==> src/sacc_map.svh <==
// Constants for the successive-approximation converter control block
`ifndef SACC_MAP_SVH
`define SACC_MAP_SVH
// Conversion lengths in converter clock cycles
`define SACC_NORMAL_CYCLES 5'h0D
`define SACC_FIRST_CYCLES 5'h19
// Sample points, in half converter cycles from start
`define SACC_NORMAL_SAMPLE_HALF 6'h03
`define SACC_FIRST_SAMPLE_HALF 6'h1B
// Trigger source code for the converter's own completion flag
`define SACC_TRIG_FREE 3'h0
// Prescaler divide field and lowest ratio
`define SACC_PS_MIN_SHIFT 3'h1
`define SACC_PS_MAX_SHIFT 3'h7
// Six-bit zero fill for the result bytes
`define SACC_RES_ZERO 6'h00
`endif

==> src/sacc_pkg.sv <==
// Types shared by the converter control block
package sacc_pkg;
  // Selection word copied into the converter
  typedef struct packed {
    logic [1:0] reference_select_field;
    logic [3:0] channel_select_field;
  } sacc_sel_t;
  // Conversion sequencer states, one bit changing from IDLE to WAIT and from WAIT to CONV
  typedef enum logic [1:0] {
    SACC_IDLE = 2'h0,
    SACC_WAIT = 2'h1,
    SACC_CONV = 2'h3
  } sacc_state_t;
endpackage : sacc_pkg

==> src/sacc_prescaler.sv <==
// Converter clock prescaler producing edge pulses
`timescale 1ns/100ps
`include "sacc_map.svh"
module sacc_prescaler (
  input wire logic clk_sys,
  input wire logic rst_n,
  input wire logic run,
  input wire logic restart,
  input wire logic [2:0] prescaler_select,
  output logic rise,
  output logic fall
);
  // ==========================================
  // Free counter
  logic [6:0] count; // Divider count
  logic [2:0] shift; // Effective divide exponent
  logic [6:0] top; // Last count of a period
  logic [6:0] half; // Count where the clock falls
  always_comb begin
    // Codes zero and one both divide by two
    shift = (prescaler_select < `SACC_PS_MIN_SHIFT) ? `SACC_PS_MIN_SHIFT : prescaler_select;
    top = 7'((8'h01 << shift) - 8'h01);
    half = 7'(top >> 1);
  end
  // Held reset while disabled or on trigger
  always_ff @(posedge clk_sys) begin
    if (!rst_n || !run || restart) begin
      count <= 7'h00;
    end else if (count >= top) begin
      // A smaller divide chosen mid-count wraps at once
      count <= 7'h00;
    end else begin
      count <= 7'(count + 7'h01);
    end
  end
  // Edge pulses of the derived clock
  always_ff @(posedge clk_sys) begin
    if (!rst_n || !run || restart) begin
      rise <= 1'b0;
      fall <= 1'b0;
    end else begin
      rise <= (count == top);
      fall <= (count == half);
    end
  end
endmodule : sacc_prescaler

==> src/sacc_sync3.sv <==
// Three-stage synchroniser with agreement filter
`timescale 1ns/100ps
module sacc_sync3 (
  input wire logic clk_sys,
  input wire logic rst_n,
  input wire logic din,
  output logic dout
);
  // ==========================================
  // Synchroniser chain
  logic s1; // First stage, read only by s2
  logic s2; // Second stage
  logic s3; // Third stage
  always_ff @(posedge clk_sys) begin
    if (!rst_n) begin
      s1 <= 1'b0;
      s2 <= 1'b0;
      s3 <= 1'b0;
    end else begin
      s1 <= din;
      s2 <= s1;
      s3 <= s2;
    end
  end
  // Output changes once stages two and three agree
  always_ff @(posedge clk_sys) begin
    if (!rst_n) begin
      dout <= 1'b0;
    end else if (s2 == s3) begin
      dout <= s3;
    end
  end
endmodule : sacc_sync3

==> src/sacc_control.sv <==
// Conversion control of a ten-bit successive-approximation converter
`timescale 1ns/100ps
`include "sacc_map.svh"
module sacc_control (
  input wire logic clk_sys,
  input wire logic rst_n,
  input wire logic converter_power_reduction,
  input wire logic converter_enable,
  input wire logic start_conversion_write,
  input wire logic auto_trigger_enable,
  input wire logic [2:0] trigger_source_select,
  input wire logic [7:0] trigger_sources,
  input wire logic [2:0] prescaler_select,
  input wire logic left_adjust_result,
  input wire logic [3:0] channel_select_field,
  input wire logic [1:0] reference_select_field,
  input wire logic conversion_complete_irq_enable,
  input wire logic conversion_complete_flag_clear,
  input wire logic result_low_read,
  input wire logic result_high_read,
  input wire logic [9:0] analog_code,
  output logic start_conversion_bit,
  output logic conversion_complete_flag,
  output logic conversion_complete_irq,
  output logic [7:0] result_high_byte,
  output logic [7:0] result_low_byte,
  output logic [3:0] converter_channel,
  output logic [1:0] converter_reference,
  output logic analog_enable,
  output logic analog_sample,
  output logic analog_convert_done
);
  // ==========================================
  // Enable gating and prescaler
  logic active; // Converter powered and enabled
  logic ck_rise; // Converter clock rising edge pulse
  logic ck_fall; // Converter clock falling edge pulse
  logic trig_sync; // Synchronised external trigger level
  logic trig_prev; // Previous trigger level
  logic trig_edge; // Fresh rising trigger edge
  logic auto_mode; // Auto trigger active
  logic free_mode; // Own flag selected as trigger
  logic trig_hit; // Accepted trigger start
  sacc_pkg::sacc_state_t state; // Sequencer state
  sacc_pkg::sacc_sel_t sel_live; // Converter side selection
  logic [4:0] cyc; // Converter cycles elapsed
  logic [5:0] half_cnt; // Half cycles since start
  logic first_pending; // Next conversion is the first
  logic is_first; // Running conversion is the first
  logic from_trigger; // Running conversion auto triggered
  logic [4:0] conv_len; // Length of running conversion
  logic [5:0] samp_half; // Sample point of running conversion
  logic last_cycle; // Final converter cycle of a conversion
  logic finish; // Completion this clock
  logic locked; // Result bytes blocked
  logic sw_pending; // Software start waiting for clock edge
  logic [4:0] done_cyc; // Rise count at which the conversion ends
  logic done_edge; // Converter edge that ends the conversion

  // ==========================================
  // State decodes used by several processes
  function automatic logic sacc_is_idle(input sacc_pkg::sacc_state_t st);
    return (st == sacc_pkg::SACC_IDLE);
  endfunction : sacc_is_idle
  function automatic logic sacc_is_conv(input sacc_pkg::sacc_state_t st);
    return (st == sacc_pkg::SACC_CONV);
  endfunction : sacc_is_conv

  // Power reduction overrides the enable
  assign active = converter_enable && !converter_power_reduction;
  assign auto_mode = active && auto_trigger_enable;
  // Own completion flag as trigger means free running
  assign free_mode = auto_mode && (trigger_source_select == `SACC_TRIG_FREE);

  // Derived converter clock, restarted by accepted triggers
  sacc_prescaler u_prescaler (
    .clk_sys(clk_sys),
    .rst_n(rst_n),
    .run(active),
    .restart(trig_hit),
    .prescaler_select(prescaler_select),
    .rise(ck_rise),
    .fall(ck_fall)
  );

  // Selected trigger level through four flip-flops
  sacc_sync3 u_trig_sync (
    .clk_sys(clk_sys),
    .rst_n(rst_n),
    .din(trigger_sources[trigger_source_select]),
    .dout(trig_sync)
  );

  // ==========================================
  // Trigger edge detection
  always_ff @(posedge clk_sys) begin
    if (!rst_n) begin
      trig_prev <= 1'b0;
    end else begin
      trig_prev <= trig_sync;
    end
  end
  // Edge only counts when idle; level alone never starts
  assign trig_edge = trig_sync && !trig_prev;
  // A software start in the same cycle takes precedence
  assign trig_hit = auto_mode && !free_mode && trig_edge && !start_conversion_write
                    && sacc_is_idle(state);

  // ==========================================
  // Conversion timing figures
  always_comb begin
    conv_len = is_first ? `SACC_FIRST_CYCLES : `SACC_NORMAL_CYCLES;
    samp_half = is_first ? `SACC_FIRST_SAMPLE_HALF : `SACC_NORMAL_SAMPLE_HALF;
  end
  // Triggered conversions end half a cycle later, on a falling edge
  assign done_cyc = from_trigger ? conv_len : 5'(conv_len - 5'h01);
  assign done_edge = from_trigger ? ck_fall : ck_rise;
  // Final converter cycle, where selection copying resumes
  assign last_cycle = sacc_is_conv(state)
                      && (cyc == 5'(conv_len - 5'h01) || cyc == done_cyc);
  assign finish = sacc_is_conv(state) && (cyc == done_cyc) && done_edge;

  // ==========================================
  // Software start request
  // Marks a start that waits for the next converter edge
  always_ff @(posedge clk_sys) begin
    if (!rst_n || !active) begin
      sw_pending <= 1'b0;
    end else if (start_conversion_write && sacc_is_idle(state)) begin
      sw_pending <= 1'b1;
    end else if (state == sacc_pkg::SACC_WAIT && ck_rise) begin
      sw_pending <= 1'b0;
    end
  end

  // ==========================================
  // Sequencer
  // Idle, waiting for a converter edge, or converting
  always_ff @(posedge clk_sys) begin
    if (!rst_n || !active) begin
      state <= sacc_pkg::SACC_IDLE;
    end else begin
      unique case (state)
        sacc_pkg::SACC_IDLE: begin
          if (start_conversion_write) begin
            state <= sacc_pkg::SACC_WAIT;
          end else if (trig_hit) begin
            state <= sacc_pkg::SACC_CONV;
          end
        end
        sacc_pkg::SACC_WAIT: begin
          if (ck_rise) begin
            state <= sacc_pkg::SACC_CONV;
          end
        end
        sacc_pkg::SACC_CONV: begin
          if (finish && !free_mode) begin
            state <= sacc_pkg::SACC_IDLE;
          end
        end
        default: begin
          state <= sacc_pkg::SACC_IDLE;
        end
      endcase
    end
  end

  // Cycle and half-cycle counters of a conversion
  // Cleared between conversions and at every completion
  always_ff @(posedge clk_sys) begin
    if (!rst_n || !sacc_is_conv(state) || finish) begin
      cyc <= 5'h00;
      half_cnt <= `SACC_RES_ZERO;
    end else begin
      if (ck_rise) begin
        cyc <= 5'(cyc + 5'h01);
      end
      if (ck_rise || ck_fall) begin
        half_cnt <= 6'(half_cnt + 6'h01);
      end
    end
  end

  // First conversion after enable is long
  // Also records whether the running conversion was triggered
  always_ff @(posedge clk_sys) begin
    if (!rst_n || !active) begin
      first_pending <= 1'b1;
      is_first <= 1'b0;
      from_trigger <= 1'b0;
    end else if ((sw_pending && ck_rise) || trig_hit) begin
      is_first <= first_pending;
      first_pending <= 1'b0;
      from_trigger <= trig_hit;
    end else if (finish) begin
      is_first <= 1'b0;
      from_trigger <= 1'b0;
    end
  end

  // ==========================================
  // Start bit: high through any conversion
  always_ff @(posedge clk_sys) begin
    if (!rst_n) begin
      start_conversion_bit <= 1'b0;
    end else if (!active) begin
      start_conversion_bit <= 1'b0;
    end else if (finish && !free_mode) begin
      start_conversion_bit <= 1'b0;
    end else if (start_conversion_write || trig_hit) begin
      start_conversion_bit <= 1'b1;
    end
  end

  // ==========================================
  // Selection buffering into the converter
  // A disabled converter keeps its last selection
  always_ff @(posedge clk_sys) begin
    if (!rst_n) begin
      sel_live <= '0;
    end else if (active && (!sacc_is_conv(state) || last_cycle)) begin
      // Updates until conversion starts, resume in last cycle
      sel_live.channel_select_field <= channel_select_field;
      sel_live.reference_select_field <= reference_select_field;
    end
  end
  // Drive converter selection
  always_ff @(posedge clk_sys) begin
    if (!rst_n) begin
      converter_channel <= 4'h0;
      converter_reference <= 2'h0;
    end else begin
      converter_channel <= sel_live.channel_select_field;
      converter_reference <= sel_live.reference_select_field;
    end
  end

  // ==========================================
  // Analog front end handshake
  always_ff @(posedge clk_sys) begin
    if (!rst_n) begin
      analog_enable <= 1'b0;
      analog_sample <= 1'b0;
      analog_convert_done <= 1'b0;
    end else begin
      analog_enable <= active;
      // Pulse on the converter edge at the sample point
      // Triggered sampling lands half a cycle later
      analog_sample <= sacc_is_conv(state) && (ck_rise || ck_fall)
                       && (half_cnt == 6'(samp_half - (from_trigger ? 6'h00 : 6'h01)));
      analog_convert_done <= finish;
    end
  end

  // ==========================================
  // Result lock
  // Low byte read blocks updates until the high byte is read
  always_ff @(posedge clk_sys) begin
    if (!rst_n) begin
      locked <= 1'b0;
    end else if (result_high_read) begin
      locked <= 1'b0;
    end else if (result_low_read) begin
      locked <= 1'b1;
    end
  end

  // Result bytes
  always_ff @(posedge clk_sys) begin
    if (!rst_n) begin
      result_high_byte <= 8'h00;
      result_low_byte <= 8'h00;
    end else if (finish && !locked) begin
      if (left_adjust_result) begin
        result_high_byte <= analog_code[9:2];
        result_low_byte <= {analog_code[1:0], `SACC_RES_ZERO};
      end else begin
        result_high_byte <= {`SACC_RES_ZERO, analog_code[9:8]};
        result_low_byte <= analog_code[7:0];
      end
    end
  end

  // ==========================================
  // Completion flag; set wins over clear
  always_ff @(posedge clk_sys) begin
    if (!rst_n) begin
      conversion_complete_flag <= 1'b0;
    end else if (finish) begin
      conversion_complete_flag <= 1'b1;
    end else if (conversion_complete_flag_clear) begin
      conversion_complete_flag <= 1'b0;
    end
  end
  // Interrupt request
  // Follows the flag's next value so it rises with the flag
  always_ff @(posedge clk_sys) begin
    if (!rst_n) begin
      conversion_complete_irq <= 1'b0;
    end else begin
      conversion_complete_irq <= (conversion_complete_flag || finish)
                                 && conversion_complete_irq_enable
                                 && !(conversion_complete_flag_clear && !finish);
    end
  end
endmodule : sacc_control

==> config.mk <==
export PLATFORM = sky130hd
export DESIGN_NAME = sacc_control
export DESIGN_NICKNAME = d
export VERILOG_FILES = /design/src/sacc_pkg.sv /design/src/sacc_prescaler.sv /design/src/sacc_sync3.sv /design/src/sacc_control.sv
export VERILOG_INCLUDE_DIRS = /design/src
export SDC_FILE = /design/constraint.sdc
export NUM_CORES = 1
export LEC_CHECK = 0
export ABC_AREA = 1
export BUFFER_PORTS_ARGS = -buffer_cell sky130_fd_sc_hd__buf_2
export CAP_MARGIN = 10
export CORE_MARGIN = 2
export CORE_UTILIZATION = 51
export CTS_BUF_LIST = sky130_fd_sc_hd__clkbuf_2 sky130_fd_sc_hd__clkbuf_4 sky130_fd_sc_hd__clkbuf_8
export DETAILED_ROUTE_END_ITERATION = 12
export GPL_ROUTABILITY_DRIVEN = 0
export PLACE_DENSITY_LB_ADDON = 0.05
export SLEW_MARGIN = 20
export SYNTH_ARGS = -nofsm -noshare
export SYNTH_HDL_FRONTEND = slang
export SYNTH_SLANG_ARGS = --single-unit
==> constraint.sdc <==
create_clock -name clk_sys -period 1.5 [get_ports clk_sys]
set_clock_uncertainty 0.1 [all_clocks]
set_input_delay 0 -clock clk_sys [delete_from_list [all_inputs] [get_ports clk_sys]]
set_output_delay 0 -clock clk_sys [all_outputs]
set_load 0.05 [all_outputs]
==> metrics.txt, run 1 <==
most common cell after layout, fill and taps aside nand2_1; drt first pass iters 5; Crit Path Class reg -> reg; dpl hpwl 5373 microns; synthesized flop and latch total 66; Die X 83 microns; fin crit period 1.509 ns; Reg2Reg Depth 9; most frequent cells in the layout nand2_1, buf_2, inv_1; top cells by area, synth dfxtp_1, nand2_1, inv_1; syn nets 516; post-synthesis sequential area ratio 41.51%; FP Rows 28; Worst-path clk slew 0.08 ns; clock tree sinks 66; nets 655; WL per Instance 12.11 microns; CTS root buffer clkbuf_8; Netlist cell types 30; clock buffer depth 2; vias in the first global route 3141; global route overflow 0; DRT antenna net count 0; final core utilization 75.94%; die height 83 microns; leading area contributor after synthesis dfxtp_1; core area 5991 sq um; CP required 1.69 ns; Initial Util 53.13%; detailed router's first-iteration violation count 180; Placed Instances 634; area grow syn2layout 42.92%; largest net degree at the start of global routing 21; RSZ-0062 raised after global routing true; fin cells 684; crit path DAT 1.70 ns; Hold Violations, Final 0; failing checks negative setup slack; total routed wirelength 8280 microns; IO Port Bufs 68; WHS Path Cells 5; status finished, violations left; Setup crit end kind flop; crit share post-route 100.6%; share of cells above drive strength 1 28.45%; slack of the critical path -0.008725 ns; I/O pin count 69; initial antenna violation count 1; H-tree depth 3; maxcap violations 0; yosys warns 0; Area after DPL 3867 sq um; final setup violation count 2; power density cells 782.8 nW/um^2; total track usage 22.97%; vias 3417; via/cell ratio 4.996; Power Total 3561 uW; first-pass GRT wire length 13160 microns; drt drc 0; Worst Hold Class in -> reg; clk_lat worst skew 0.35 ns; cts bufs inserted 9; total leakage power 0.002283 uW; Fillers 465; dpl ws -0.1348 ns; crit path launch type flop; post-synth top area share 41.51%; peak fanout along the critical path 8; Peak VDD IR 0.7261 mV; Slew Limit Fails 0; Total Die Area 6889 sq um; max frequency 662.8 MHz; Post-Layout Inst Area 4549 sq um; Mapped Cells 464; TritonCTS clock tree done; Mapped Area 3183 sq um; Mean Syn Cell Area 6.860 sq um
layer usage:
metal  vias to the layer above  wire length (microns)  GRT usage, %
li1                       1739                      -             -
met1                      1556                   3527         26.22
met3                        31                    392         4.374
met4                         0                    268         10.88
met2                        91                   4092         41.06
met5                         -                      0             0
cell type report:
class | count | area (sq um) | area share, %
Multi-Input combinational cell | 314 | 1680 | 36.94
Sequential cell | 66 | 1331 | 29.26
Timing Repair Buffer | 140 | 992.2 | 21.81
Inverter | 72 | 270.3 | 5.941
Clock buffer | 10 | 137.6 | 3.025
Tap cell | 75 | 93.84 | 2.063
Clock inverter | 6 | 41.29 | 0.9076
Antenna cell | 1 | 2.502 | 0.05501
power by group:
group / switching (uW) / internal [uW] / total (uW)
registers: 14.4 / 1780 / 1790
logic: 201 / 179 / 380
clock network: 745 / 643 / 1390
total: 960 / 2600 / 3560
logic make-up (layout without fill, tap and decap cells):
kind of cell    after synthesis  count (layout)  share of synthesized area, %
flops                        66              66                         41.51
compound gates               44              44                         7.312
simple gates                244             245                         32.70
xor+xnor                     13              13                         3.577
buf+inv                      85             228                         10.46
fa+ha+maj                    11              11                         4.324
other cells                   1               2                        0.1178
through the flow:
step	hold WS, ns	TNS [ns]
4_1_cts	0.01722	0
2_1_floorplan	-0.02321	0
6_report	0.02706	-0.01594
3_3_place_gp	0.06339	-0.4340
3_5_place_dp	0.07074	-1.322
5_1_grt	0.07081	-1.813
repair_timing:
item / 4_1_cts / 5_1_grt
pin swaps: 0 / 9
setup buffers: 0 / 2
hold buffers: 29 / 0
gates resized for setup: 7 / 45
gates cloned: 0 / 2
endpoints found under the hold margin: 36 / 0
setup endpoints to repair: 15 / 46
sequential cells by signal, summed over array words and instances, names as in the netlist, 2 cells and up:
signal,cells
result_high_byte,8
u_prescaler.count,7
state,2
result_low_byte,8
half_cnt,6
sel_live,6
converter_reference,2
converter_channel,4
cyc,5
synth_stat cells, drive strengths merged:
cell type / count
nor3: 17
nand4: 15
dfxtp: 66
clkbuf: 6
xnor2: 4
a31oi: 2
nor3b: 1
nand2: 115
o21bai: 1
ha: 11
a21oi: 26
o22ai: 1
nor2: 67
clkinv: 1
conb: 1
o21ai: 13
o21a: 1
buf: 7
nand3: 27
and3: 1
xor2: 9
and2: 1
inv: 71
worst max-delay path, cell delays in order, from the launching register on:
cell and delay (ns):
dfxtp_4 0.36, buf_6 0.11, a21oi_2 0.13, nand3_1 0.10, nor2_2 0.15, nand3_2 0.13, buf_4 0.19, nand2_1 0.06
nand2_1 0.05, nor2_1 0.08
final timing paths:
kind / start / to / slack (ns)
max reg2reg: from_trigger$_SDFFE_PP0P_ / result_high_byte[3]$_SDFFE_PN0P_ / -0.009
min: left_adjust_result / result_high_byte[2]$_SDFFE_PN0P_ / 0.03
max: from_trigger$_SDFFE_PP0P_ / result_high_byte[3]$_SDFFE_PN0P_ / -0.009
min reg2reg: sel_live[1]$_SDFFE_PN0P_ / converter_channel[1]$_SDFF_PN0_ / 0.34
(Power assumes the default switching activity.)
==> run 2, diff against run 1 <==
Settings changed: CORE_UTILIZATION 51 to 56.
Clock period 1.5 ns to 1.65 ns, I/O delays scaled along.
==> run 2 against run 1 <==
The flow now finishes without violations. Non-clock buffer count shrank 25. Total power decreased by 5.8%. Global-route usage increased by 3.1 points. First-iteration DRC count down 7.8%. Register-to-register slack better by 0.16 ns. Combinational power shrank 16%. Die area is 8.5% lower. Flip-flop and latch count unchanged. Cell area down 7.5%. Worst hold slack got worse by 0.019 ns. Via count down 4.2%. Critical path type unchanged. Largest power group unchanged.
==> metrics.txt, run 2 (synthesis results as in run 1) <==
status finished clean; Clock Power Share 41.8%; CP required 1.78 ns; vias 3274; ant diodes 0; Setup TNS Final 0 ns; post-CTS setup buffers 0; area grow syn2layout 32.15%; Switch Pwr 818.6 uW; sequential share of power 48.7%; most used cell along the critical path nor2_1; Peak VDD IR 0.6410 mV; I/O pin count 69; final setup violation count 0; CP max-delay cell dfxtp_1; worst hold endpoint u_prescaler.fall$_SDFF_PP0_; RSZ-0062 raised after global routing false; core area 5507 sq um; nets 629; CTS root buffer clkbuf_8; Fillers 425; Placed Instances 610; Worst Path Buf+Inv 1; total track usage 26.12%; fin crit period 1.501 ns; power density cells 797.7 nW/um^2; detailed router's first-iteration violation count 166; worst hold path startpoint converter_enable; most frequent cells in the layout nand2_1, buf_2, inv_1; CP max stage delay 0.38 ns; worst hold slack 0.007838 ns; Crit Path Class reg -> reg; drt drc 0; share of cells above drive strength 1 20.45%; R2R Setup Slk 0.15 ns; cts bufs inserted 9; Total Die Area 6303 sq um; largest net degree at the start of global routing 21; first-pass GRT wire length 13050 microns; Worst Hold Class in -> reg; most common cell after layout, fill and taps aside nand2_1; clock buffer depth 2; total routed wirelength 7758 microns; Slew Limit Fails 0; initial antenna violation count 0; H-tree depth 3; Initial Util 57.81%; TritonCTS clock tree done; clk_lat worst skew 0.34 ns; DRT antenna net count 0; Sw Ratio 24.39%; vias in the first global route 3115; crit path cell chain inv_2, ha_1, nand3_1, nor2_1, nor2_1, nand2_4, a21oi_1, nor2_1; drt first pass iters 6; worst flop-to-flop path endpoint sel_live[4]$_SDFFE_PN0P_; WL per Instance 11.86 microns; total leakage power 0.002159 uW; die height 79.39 microns; internal power 2537 uW; top cell family by delay on the critical path simple AND/OR/NAND/NOR gates; Die X 79.39 microns; Setup crit end kind flop; Worst-path clk slew 0.07 ns; FP Rows 27; Area after DPL 3706 sq um; max frequency 666.4 MHz; WHS Path Cells 5; Reg2Reg Depth 8; global route overflow 0; Post-Layout Inst Area 4207 sq um; clock tree sinks 66; fin cells 654; IO Port Bufs 68; via/cell ratio 5.006; peak fanout along the critical path 12; crit share post-route 90.95%; Hold Violations, Final 0; Logic pwr share 9.5%; dpl hpwl 5114 microns; crit path DAT 1.63 ns; crit path launch type flop; maxcap violations 0; Regs by FF count result_high_byte: 8 flops, result_low_byte: 8 flops, u_prescaler.count: 7 flops; r2r startpoint cyc[0]$_SDFFE_PP0P_
## run 2: worst max-delay path by stage
stage                     cells after the start                       startpoint                               end  slack [ns]
after floorplan                               6            state[0]$_SDFFE_PP0P_  result_high_byte[2]$_SDFFE_PN0P_        0.25
after global placement                       10              prescaler_select[1]   u_prescaler.count[1]$_SDFF_PP0_        0.03
after detailed placement                     10              prescaler_select[1]   u_prescaler.count[1]$_SDFF_PP0_       -0.01
after CTS                                     6  u_prescaler.count[1]$_SDFF_PP0_   u_prescaler.count[1]$_SDFF_PP0_        0.08
after global routing                          9              cyc[2]$_SDFFE_PP0P_  result_high_byte[0]$_SDFFE_PN0P_       0.005
final                                         8              cyc[0]$_SDFFE_PP0P_          sel_live[4]$_SDFFE_PN0P_        0.15
## run 2: tightest hold or removal path, stage by stage
cell     delay [ns]
buf_2          0.09
nand2_1        0.12
nor2_2         0.08
nand3_1        0.08
nor2_1         0.04
## run 2: per-layer routing
layer / vias to the layer above / GRT usage [%] / wire length [microns]
li1: 1677 / - / -
met1: 1453 / 29.56 / 3288
met2: 115 / 45.17 / 3824
met3: 29 / 6.674 / 403
met4: 0 / 13.62 / 241
met5: - / 0 / 0
## run 2: cell type report
class / instances / area, sq um / share of cell area, %
inverters: 72 / 270.3 / 6.425
clock inverters: 5 / 52.55 / 1.249
multi-input cells: 313 / 1541 / 36.64
well taps: 72 / 90.09 / 2.142
clock buffers: 11 / 151.4 / 3.599
repair buffers: 115 / 775.7 / 18.44
flip-flops and latches: 66 / 1325 / 31.50
## run 2: through the flow
step	utilization [%]	setup slack (ns)	power, uW
after floorplan	-	0.2457	1819
final	76.39	0.1493	3356
after global placement	67.30	0.03180	1913
after detailed placement	67.30	-0.01013	1922
after CTS	76.14	0.07504	3358
after global routing	76.39	0.005149	3489
## run 2: timing repair
action,in CTS,in global routing
setup endpoints to repair,4,15
resized for setup,1,5
pin swaps,0,0
hold endpoints to repair,36,0
hold buffers,28,0
## run 2: power groups by stage
stage / combinational (uW) / sequential (uW) / clock, uW
after floorplan: 126 / 1690 / 0
after global placement: 246 / 1670 / 0
after detailed placement: 253 / 1670 / 0
after CTS: 310 / 1630 / 1420
after global routing: 355 / 1630 / 1500
final: 319 / 1630 / 1400
